### config.mk
export PLATFORM = sky130hd
export DESIGN_NAME = lrc_regs
export DESIGN_NICKNAME = d
export VERILOG_FILES = /design/src/lrc_pkg.sv /design/src/lrc_conv_if.sv /design/src/lrc_conv.sv /design/src/lrc_regs.sv
export VERILOG_INCLUDE_DIRS = /design/src
export SDC_FILE = /design/constraint.sdc
export NUM_CORES = 1
export LEC_CHECK = 0
export ABC_CLOCK_PERIOD_IN_PS = 2700
export BUFFER_PORTS_ARGS = -buffer_cell sky130_fd_sc_hd__buf_2
export CAP_MARGIN = 20
export CORE_ASPECT_RATIO = 0.6
export CORE_MARGIN = 2
export CORE_UTILIZATION = 25
export CTS_BUF_LIST = sky130_fd_sc_hd__clkbuf_8
export CTS_CLUSTER_SIZE = 24
export DETAILED_ROUTE_END_ITERATION = 6
export GPL_ROUTABILITY_DRIVEN = 0
export PLACE_DENSITY = 0.51
export SETUP_SLACK_MARGIN = 0.2
export SYNTH_ARGS = -nofsm -noshare
export SYNTH_HDL_FRONTEND = slang
export SYNTH_SLANG_ARGS = --single-unit
### constraint.sdc
create_clock -name clk -period 2.7 [get_ports clk]
set_clock_uncertainty 0.1 [all_clocks]
set_input_delay 0.27 -clock clk [delete_from_list [all_inputs] [get_ports clk]]
set_output_delay 0.27 -clock clk [all_outputs]
set_load 0.01 [all_outputs]
### src/lrc_map.svh
// lrc_map.svh: offsets, field positions, reset values, timing counts
// assumes: included by bare name from the design modules lrc_conv and lrc_regs
`ifndef LRC_MAP_SVH
`define LRC_MAP_SVH
`define LRC_ADDR_RESULT   8'h00
`define LRC_ADDR_CONFIG   8'h01
`define LRC_RESULT_RESET  16'h0000
`define LRC_CONFIG_RESET  16'hC810
`define LRC_CFG_RO_MASK   16'h01E0
`define LRC_RN_MSB        15
`define LRC_RN_LSB        12
`define LRC_EXP_MSB       15
`define LRC_EXP_LSB       12
`define LRC_MANT_MSB      11
`define LRC_MANT_LSB      0
`define LRC_CT_BIT        11
`define LRC_MODE_MSB      10
`define LRC_MODE_LSB      9
`define LRC_OVF_BIT       8
`define LRC_CRF_BIT       7
`define LRC_FH_BIT        6
`define LRC_FL_BIT        5
`define LRC_ME_BIT        2
`define LRC_RANGE_AUTO    4'hC
`define LRC_EXP_MAX       4'hB
`define LRC_MANT_FULL     12'hFFF
`define LRC_CLK_HZ        25000000
`define LRC_CONV_SHORT_MS 100
`define LRC_CONV_LONG_MS  800
`define LRC_CONV_SHORT_CYC (`LRC_CONV_SHORT_MS * (`LRC_CLK_HZ / 1000))
`define LRC_CONV_LONG_CYC  (`LRC_CONV_LONG_MS * (`LRC_CLK_HZ / 1000))
`endif

### src/lrc_pkg.sv
// lrc_pkg.sv: types shared by the light result and configuration block
// assumes: lrc_map.svh holds the numeric constants
package lrc_pkg;
   typedef enum logic [1:0] {
      LRC_MODE_OFF    = 2'b00,
      LRC_MODE_SINGLE = 2'b01,
      LRC_MODE_CONT_A = 2'b10,
      LRC_MODE_CONT_B = 2'b11
   } lrc_mode_e;
   typedef enum logic [0:0] {
      LRC_CONV_IDLE = 1'b0,
      LRC_CONV_RUN  = 1'b1
   } lrc_conv_state_e;
   typedef enum logic [0:0] {
      LRC_BYTE_MSB = 1'b0,
      LRC_BYTE_LSB = 1'b1
   } lrc_byte_e;
endpackage : lrc_pkg

### src/lrc_conv_if.sv
// lrc_conv_if.sv: link between the register bank and the conversion core
// assumes: one clock; all signals synchronous to it
`timescale 1ns/10ps
`default_nettype none
interface lrc_conv_if;
   logic        start;
   logic        abort;
   logic        longTime;
   logic [3:0]  rangeSel;
   logic [22:0] raw;
   logic        done;
   logic        busy;
   logic [3:0]  resExp;
   logic [11:0] resMant;
   logic        resOvf;
   modport regs (output start, abort, longTime, rangeSel, raw,
                 input done, busy, resExp, resMant, resOvf);
   modport conv (input start, abort, longTime, rangeSel, raw,
                 output done, busy, resExp, resMant, resOvf);
endinterface : lrc_conv_if
`default_nettype wire

### src/lrc_conv.sv
// lrc_conv.sv: conversion timer and range/mantissa computation
// assumes: start and abort are one-cycle pulses from the register bank
`timescale 1ns/10ps
`default_nettype none
`include "lrc_map.svh"
module lrc_conv
   import lrc_pkg::*;
#(
   parameter int SHORT_CYC = `LRC_CONV_SHORT_CYC,
   parameter int LONG_CYC  = `LRC_CONV_LONG_CYC,
   parameter int CW        = 25
) (
   input  wire logic   clk,
   input  wire logic   rst_n,
   lrc_conv_if.conv    cif
);
   lrc_conv_state_e state;
   logic [CW-1:0]   cnt;
   logic [3:0]      runRange;
   logic [22:0]     shifted;
   logic [3:0]      nextExp;
   logic            nextOvf;
   logic [11:0]     nextMant;

   // ****************************************
   // range choice and mantissa
   // ****************************************
   always_comb begin
      shifted = 23'h000000;
      nextExp = `LRC_EXP_MAX;
      if (runRange < `LRC_RANGE_AUTO) begin
         nextExp = runRange;
         shifted = cif.raw >> runRange;
      end else begin
         shifted = cif.raw >> 11;
         for (int i = 11; i >= 0; i--) begin
            if ((cif.raw >> i) <= 23'h000FFF) begin
               nextExp = 4'(i);
               shifted = cif.raw >> i;
            end
         end
      end
      nextOvf  = shifted > 23'h000FFF;
      nextMant = nextOvf ? `LRC_MANT_FULL : shifted[11:0];
   end

   // ****************************************
   // conversion timer
   // ****************************************
   always_ff @(posedge clk) begin
      if (!rst_n) begin
         state    <= LRC_CONV_IDLE;
         cnt      <= '0;
         runRange <= `LRC_RANGE_AUTO;
      end else if (cif.start) begin
         state    <= LRC_CONV_RUN;
         runRange <= cif.rangeSel;
         cnt      <= cif.longTime ? CW'(LONG_CYC - 1)
                                  : CW'(SHORT_CYC - 1);
      end else if (cif.abort) begin
         state <= LRC_CONV_IDLE;
      end else begin
         case (state)
            LRC_CONV_RUN: begin
               if (cnt == '0) begin
                  state <= LRC_CONV_IDLE;
               end else begin
                  cnt <= cnt - CW'(1);
               end
            end
            default: state <= LRC_CONV_IDLE;
         endcase
      end
   end

   // ****************************************
   // result hand-off
   // ****************************************
   always_ff @(posedge clk) begin
      if (!rst_n) begin
         cif.done    <= 1'b0;
         cif.resExp  <= 4'h0;
         cif.resMant <= 12'h000;
         cif.resOvf  <= 1'b0;
      end else begin
         cif.done <= 1'b0;
         if (state == LRC_CONV_RUN && cnt == '0 && !cif.start
             && !cif.abort) begin
            cif.done    <= 1'b1;
            cif.resExp  <= nextExp;
            cif.resMant <= nextMant;
            cif.resOvf  <= nextOvf;
         end
      end
   end

   assign cif.busy = (state == LRC_CONV_RUN);
endmodule : lrc_conv
`default_nettype wire

### src/lrc_regs.sv
// lrc_regs.sv: result and configuration registers of the light sensor
// assumes: a serial engine outside delivers bytes as one-cycle pulses
// Function
// - result register is read-only, writes ignored, resets to zero
// - result bits 15:12 hold exponent, bits 11:0 hold mantissa
// - mantissa is unsigned binary from zero to range full scale
// - exponent codes 0 to 11 pick twelve doubling full-scale ranges
// - one mantissa step weighs 0.01 lux times two to the exponent
// - mask bit with manual range below 1100b reports exponent zero
// - configuration register sits at 01h, resets to C810h
// - configuration write pulses abort one cycle later; a running conversion is idle one cycle after that unless the new mode starts a fresh one
// - configuration write starts a fresh conversion if mode asks
// - configuration bits 8 to 5 read-only, the rest read/write
// - each 16-bit value moves most significant byte first
// - range code 1100b selects automatic range; 1101b-1111b reserved, but the logic treats them as automatic range too
// - time select 0 gives 100 ms, 1 gives 800 ms, resets to 1
`timescale 1ns/10ps
`default_nettype none
`include "lrc_map.svh"
module lrc_regs
   import lrc_pkg::*;
#(
   parameter int SHORT_CYC = `LRC_CONV_SHORT_CYC,
   parameter int LONG_CYC  = `LRC_CONV_LONG_CYC
) (
   input  wire logic        clk,
   input  wire logic        rst_n,
   input  wire logic        busStart,
   input  wire logic        busWrByte,
   input  wire logic [7:0]  busWrData,
   input  wire logic        busRdReq,
   input  wire logic [22:0] lightLevel,
   output var  logic [7:0]  busRdData
);
   lrc_conv_if  cif ();
   logic [15:0] cfgRw;
   logic        overflowFlag;
   logic        convReadyFlag;
   logic [3:0]  resExp;
   logic [11:0] resMant;
   logic [7:0]  pointer;
   logic        wantPtr;
   lrc_byte_e   phase;
   logic [7:0]  wrHold;
   logic [7:0]  rdHold;
   logic        wrCfg;
   logic        wrLow;
   logic        rdHigh;
   logic [15:0] wrWord;
   logic [15:0] newCfg;
   logic [15:0] cfgRead;
   logic [15:0] resultRead;
   logic [15:0] rdWord;
   logic        maskExp;
   lrc_mode_e   mode;

   lrc_conv #(
      .SHORT_CYC (SHORT_CYC),
      .LONG_CYC  (LONG_CYC),
      .CW        (25)
   ) u_conv (
      .clk   (clk),
      .rst_n (rst_n),
      .cif   (cif)
   );

   // ****************************************
   // byte sequencing
   // ****************************************
   assign wrLow  = busWrByte && !wantPtr && phase == LRC_BYTE_LSB;
   assign wrWord = {wrHold, busWrData};
   assign wrCfg  = wrLow && pointer == `LRC_ADDR_CONFIG;
   assign rdHigh = busRdReq && phase == LRC_BYTE_MSB;
   assign newCfg = wrWord & ~`LRC_CFG_RO_MASK;
   assign mode   = lrc_mode_e'(cfgRw[`LRC_MODE_MSB:`LRC_MODE_LSB]);

   always_ff @(posedge clk) begin
      if (!rst_n) begin
         pointer <= `LRC_ADDR_RESULT;
         wantPtr <= 1'b0;
         phase   <= LRC_BYTE_MSB;
         wrHold  <= 8'h00;
      end else if (busStart) begin
         wantPtr <= 1'b1;
         phase   <= LRC_BYTE_MSB;
      end else if (busWrByte && wantPtr) begin
         pointer <= busWrData;
         wantPtr <= 1'b0;
      end else if (busWrByte) begin
         wrHold <= (phase == LRC_BYTE_MSB) ? busWrData : wrHold;
         phase  <= (phase == LRC_BYTE_MSB) ? LRC_BYTE_LSB : LRC_BYTE_MSB;
      end else if (busRdReq) begin
         wantPtr <= 1'b0;
         phase   <= (phase == LRC_BYTE_MSB) ? LRC_BYTE_LSB : LRC_BYTE_MSB;
      end
   end

   // ****************************************
   // register read mux
   // ****************************************
   assign maskExp = cfgRw[`LRC_ME_BIT] &&
                    cfgRw[`LRC_RN_MSB:`LRC_RN_LSB] < `LRC_RANGE_AUTO;
   assign resultRead = {maskExp ? 4'h0 : resExp, resMant};
   assign cfgRead = {cfgRw[15:9], overflowFlag, convReadyFlag,
                     2'b00, cfgRw[4:0]};

   always_comb begin
      case (pointer)
         `LRC_ADDR_RESULT: rdWord = resultRead;
         `LRC_ADDR_CONFIG: rdWord = cfgRead;
         default:          rdWord = 16'h0000;
      endcase
   end

   always_ff @(posedge clk) begin
      if (!rst_n) begin
         busRdData <= 8'h00;
         rdHold    <= 8'h00;
      end else if (busRdReq && !busStart) begin
         busRdData <= rdHigh ? rdWord[15:8] : rdHold;
         rdHold    <= rdHigh ? rdWord[7:0] : rdHold;
      end
   end

   // ****************************************
   // configuration register
   // ****************************************
   always_ff @(posedge clk) begin
      if (!rst_n) begin
         cfgRw <= `LRC_CONFIG_RESET & ~`LRC_CFG_RO_MASK;
      end else if (wrCfg && !busStart) begin
         cfgRw <= newCfg;
      end else if (cif.done && mode == LRC_MODE_SINGLE) begin
         cfgRw[`LRC_MODE_MSB:`LRC_MODE_LSB] <= LRC_MODE_OFF;
      end
   end

   always_ff @(posedge clk) begin
      if (!rst_n) begin
         overflowFlag  <= 1'b0;
         convReadyFlag <= 1'b0;
      end else begin
         overflowFlag <= cif.done ? cif.resOvf : overflowFlag;
         if (cif.done) begin
            convReadyFlag <= 1'b1;
         end else if (rdHigh && !busStart &&
                      pointer == `LRC_ADDR_CONFIG) begin
            convReadyFlag <= 1'b0;
         end
      end
   end

   // ****************************************
   // result register and conversion control
   // ****************************************
   always_ff @(posedge clk) begin
      if (!rst_n) begin
         resExp  <= 4'h0;
         resMant <= 12'h000;
      end else if (cif.done) begin
         resExp  <= cif.resExp;
         resMant <= cif.resMant;
      end
   end

   always_ff @(posedge clk) begin
      if (!rst_n) begin
         cif.start <= 1'b0;
         cif.abort <= 1'b0;
      end else begin
         cif.abort <= wrCfg && !busStart;
         cif.start <= (wrCfg && !busStart &&
                       newCfg[`LRC_MODE_MSB:`LRC_MODE_LSB] != 2'b00) ||
                      (cif.done && mode[1] && !wrCfg);
      end
   end

   assign cif.longTime = cfgRw[`LRC_CT_BIT];
   assign cif.rangeSel = cfgRw[`LRC_RN_MSB:`LRC_RN_LSB];
   assign cif.raw      = lightLevel;
endmodule : lrc_regs
`default_nettype wire

==> results.json <==
{
  "crit_path_max_fanout": 5,
  "fin_nets": 955,
  "maxSlewHeadroom_pct": 46.44,
  "insertion_delay_ns": 0.44,
  "num_vias": 6860,
  "required_ns": 2.92,
  "async_flop_share_pct": 0,
  "worstSetupEndpointType": "flop",
  "synth_fp_nets": 900,
  "routedWlPerCell_um": 17.80,
  "start_kind": "flop",
  "arrival_ns": 2.78,
  "antenna_cells": 0,
  "fp.dieW_um": 218.9,
  "ys.flop_type": "dfxtp_1",
  "fp.dieH_um": 132.9,
  "final-hold-violation-count": 0,
  "syn2layout_area_growth_pct": 22.62,
  "path_class": "reg2reg",
  "power_per_cell_area_nw_per_um2": 452.0,
  "cts.sinks": 113,
  "synth_cell_type_count": 72,
  "h-tree-depth": 4,
  "first_global_vias": 6329,
  "wirelength_mm": 23.11,
  "cts_tree": "yes",
  "syn_area_per_cell_um2": 8.023,
  "min_path_type": "in2reg",
  "antenna_found_initial": 0,
  "fp.dieArea_um2": 29090,
  "clkTransAtPathRegs_ns": 0.07,
  "rsz0062_at_grt": "true",
  "total_power_mw": 3.838,
  "worst_slew_pin_slew_ns": 0.7949,
  "clock_path_buffers": 2,
  "detailed_place.area_um2": 7720,
  "instances_no_fill": 1298,
  "drc": 0,
  "numCtsBuffers": 17,
  "dp.cells": 1245,
  "overflow": 0,
  "place.port_buffers": 43,
  "placementRows": 47,
  "fin_crit_sh_pct": 95.03,
  "min_period_ns": 2.566,
  "grt_pass1_wl_mm": 36.47,
  "max_freq_mhz": 389.8,
  "drtIter0Drc": 708,
  "vias_per_cell": 5.285,
  "ys_seq_area_share_pct": 32.67,
  "yosysWarnings": 0,
  "coreArea_um2": 27400,
  "finalWorstSetupSlack_ns": 0.1343,
  "hold_slack_ns": 0.1098,
  "maxSlewViolCount": 0,
  "postLayoutCoreUtil_pct": 30.98,
  "setup_viol": 0,
  "cts_root_buf": "clkbuf_8",
  "final_area_um2": 8491,
  "ir_drop_mv": 0.3065,
  "syn-instance-count": 863,
  "synth.cell_area_um2": 6924,
  "ant_nets": 0,
  "grt_use_total_pct": 15.95,
  "layout-drive-gt1-share_pct": 20.84,
  "num_io_pins": 44,
  "max_cap_violations": 0,
  "initial_core_util_pct": 25.27,
  "dpl.hpwl_mm": 16.68,
  "firstDrtPassIters": 5,
  "leakagePower_nw": 3.027,
  "ys_ff_latch": 113,
  "fin_setup_tns_ns": 0,
  "grt_max_degree": 43,
  "pre_cts_ws_ns": 0.1312,
  "status": "finished clean",
  "synth_edf_count": 0
}
[worst max-delay path: stages, from the launching register on]
cell and delay [ns]:
dfxtp_2 0.33, or4_4 0.55, or4_4 0.55, nor4_4 0.24, buf_6 0.18, clkbuf_16 0.16, buf_4 0.11, nor4_1 0.04
xnor2_1 0.14, nor2_1 0.05
[repair_timing]
item,4_1_cts,5_1_grt
hold buffers,9,0
buffers inserted,5,3
cloned,1,3
pin swaps,0,17
setup endpoints to repair,13,27
resized for setup,11,19
hold endpoints to repair,15,0
[layout by cell type, fill, tap and decap left out, types with 6 or more instances in the layout]
| cell type | count |
|---|---|
| a21oi_1 | 68 |
| o211ai_1 | 9 |
| nand2_1 | 68 |
| buf_2 | 43 |
| buf_4 | 50 |
| nand2b_1 | 13 |
| xnor2_1 | 20 |
| inv_1 | 13 |
| o21ai_0 | 53 |
| nor3_1 | 32 |
| nand3b_1 | 6 |
| a22oi_1 | 17 |
| or4_1 | 6 |
| nor4_1 | 11 |
| clkbuf_8 | 18 |
| or3_1 | 6 |
| mux4_2 | 6 |
| a221oi_1 | 15 |
| mux2_2 | 10 |
| clkinvlp_4 | 6 |
| dlygate4sd3_1 | 9 |
| nand3_1 | 15 |
| nor2_1 | 94 |
| o221ai_1 | 7 |
| a211oi_1 | 11 |
| dfxtp_1 | 108 |
| nor2b_1 | 16 |
| mux2i_1 | 69 |
| o22ai_1 | 6 |
[where the power goes]
| part | switching (mW) | total (mW) | internal [mW] |
|---|---|---|---|
| logic | 0.293 | 0.466 | 0.173 |
| registers | 0.0112 | 1.69 | 1.68 |
| clock network | 0.749 | 1.68 | 0.931 |
| total | 1.05 | 3.84 | 2.79 |
[synthesized netlist by cell type (all sizes together), types with 16 or more instances]
master	number	area share [%]
nor2b	16	1.4
a21oi	73	5.3
dfxtp	113	33
nor2	96	5.2
clkbuf	63	3.4
o21ai	53	3.8
mux2i	69	10
nor3	37	3.0
xnor2	21	2.7
nand2	68	3.7
nor4	17	1.9
a22oi	17	1.8
[routing by layer]
layer  global-route usage (%)  wire length [µm]
met5                        0                 0
met4                    3.679               129
met3                    5.241              2021
met2                    19.50              8726
met1                    25.61             12230
[worst paths after layout]
kind,from,end,slack [ns],cells after the start
worst max register to register,u_conv.cnt[13],u_conv.cnt[14],0.13,9
worst min register to register,busRdData[2],busRdData[2],0.35,2
worst min-delay path,busWrByte,wantPtr,0.11,4
worst max-delay path,u_conv.cnt[13],u_conv.cnt[14],0.13,9
[flip-flops by register name (all words and copies together) (netlist names), 4 cells and up]
register / flops
u_conv.cnt: 25
u_conv.runRange: 4
pointer: 8
cfgRw: 12
resMant: 12
rdHold: 8
u_conv.cif.resExp: 4
resExp: 4
busRdData: 8
u_conv.cif.resMant: 12
wrHold: 7
[cell type report]
type,instances,area (µm²)
multi-input cells,659,4402
well taps,367,459.2
clock inverters,14,166.4
flip-flops and latches,113,2271
clock buffers,18,247.7
fillers,2938,18910
repair buffers,113,892.1
inverters,14,52.55
[cell families (layout without fill, tap and decap cells)]
group           after synthesis  in the layout  share of synthesized area, %
xor+xnor                     22             22                         2.783
flops                       113            113                         32.67
buf+inv                      91            159                         5.240
simple gates                309            309                         22.95
mux                          85             85                         13.55
compound gates              242            242                         22.62
fa+ha+maj                     1              1                        0.1807
Power figures use the tool's default switching activity.
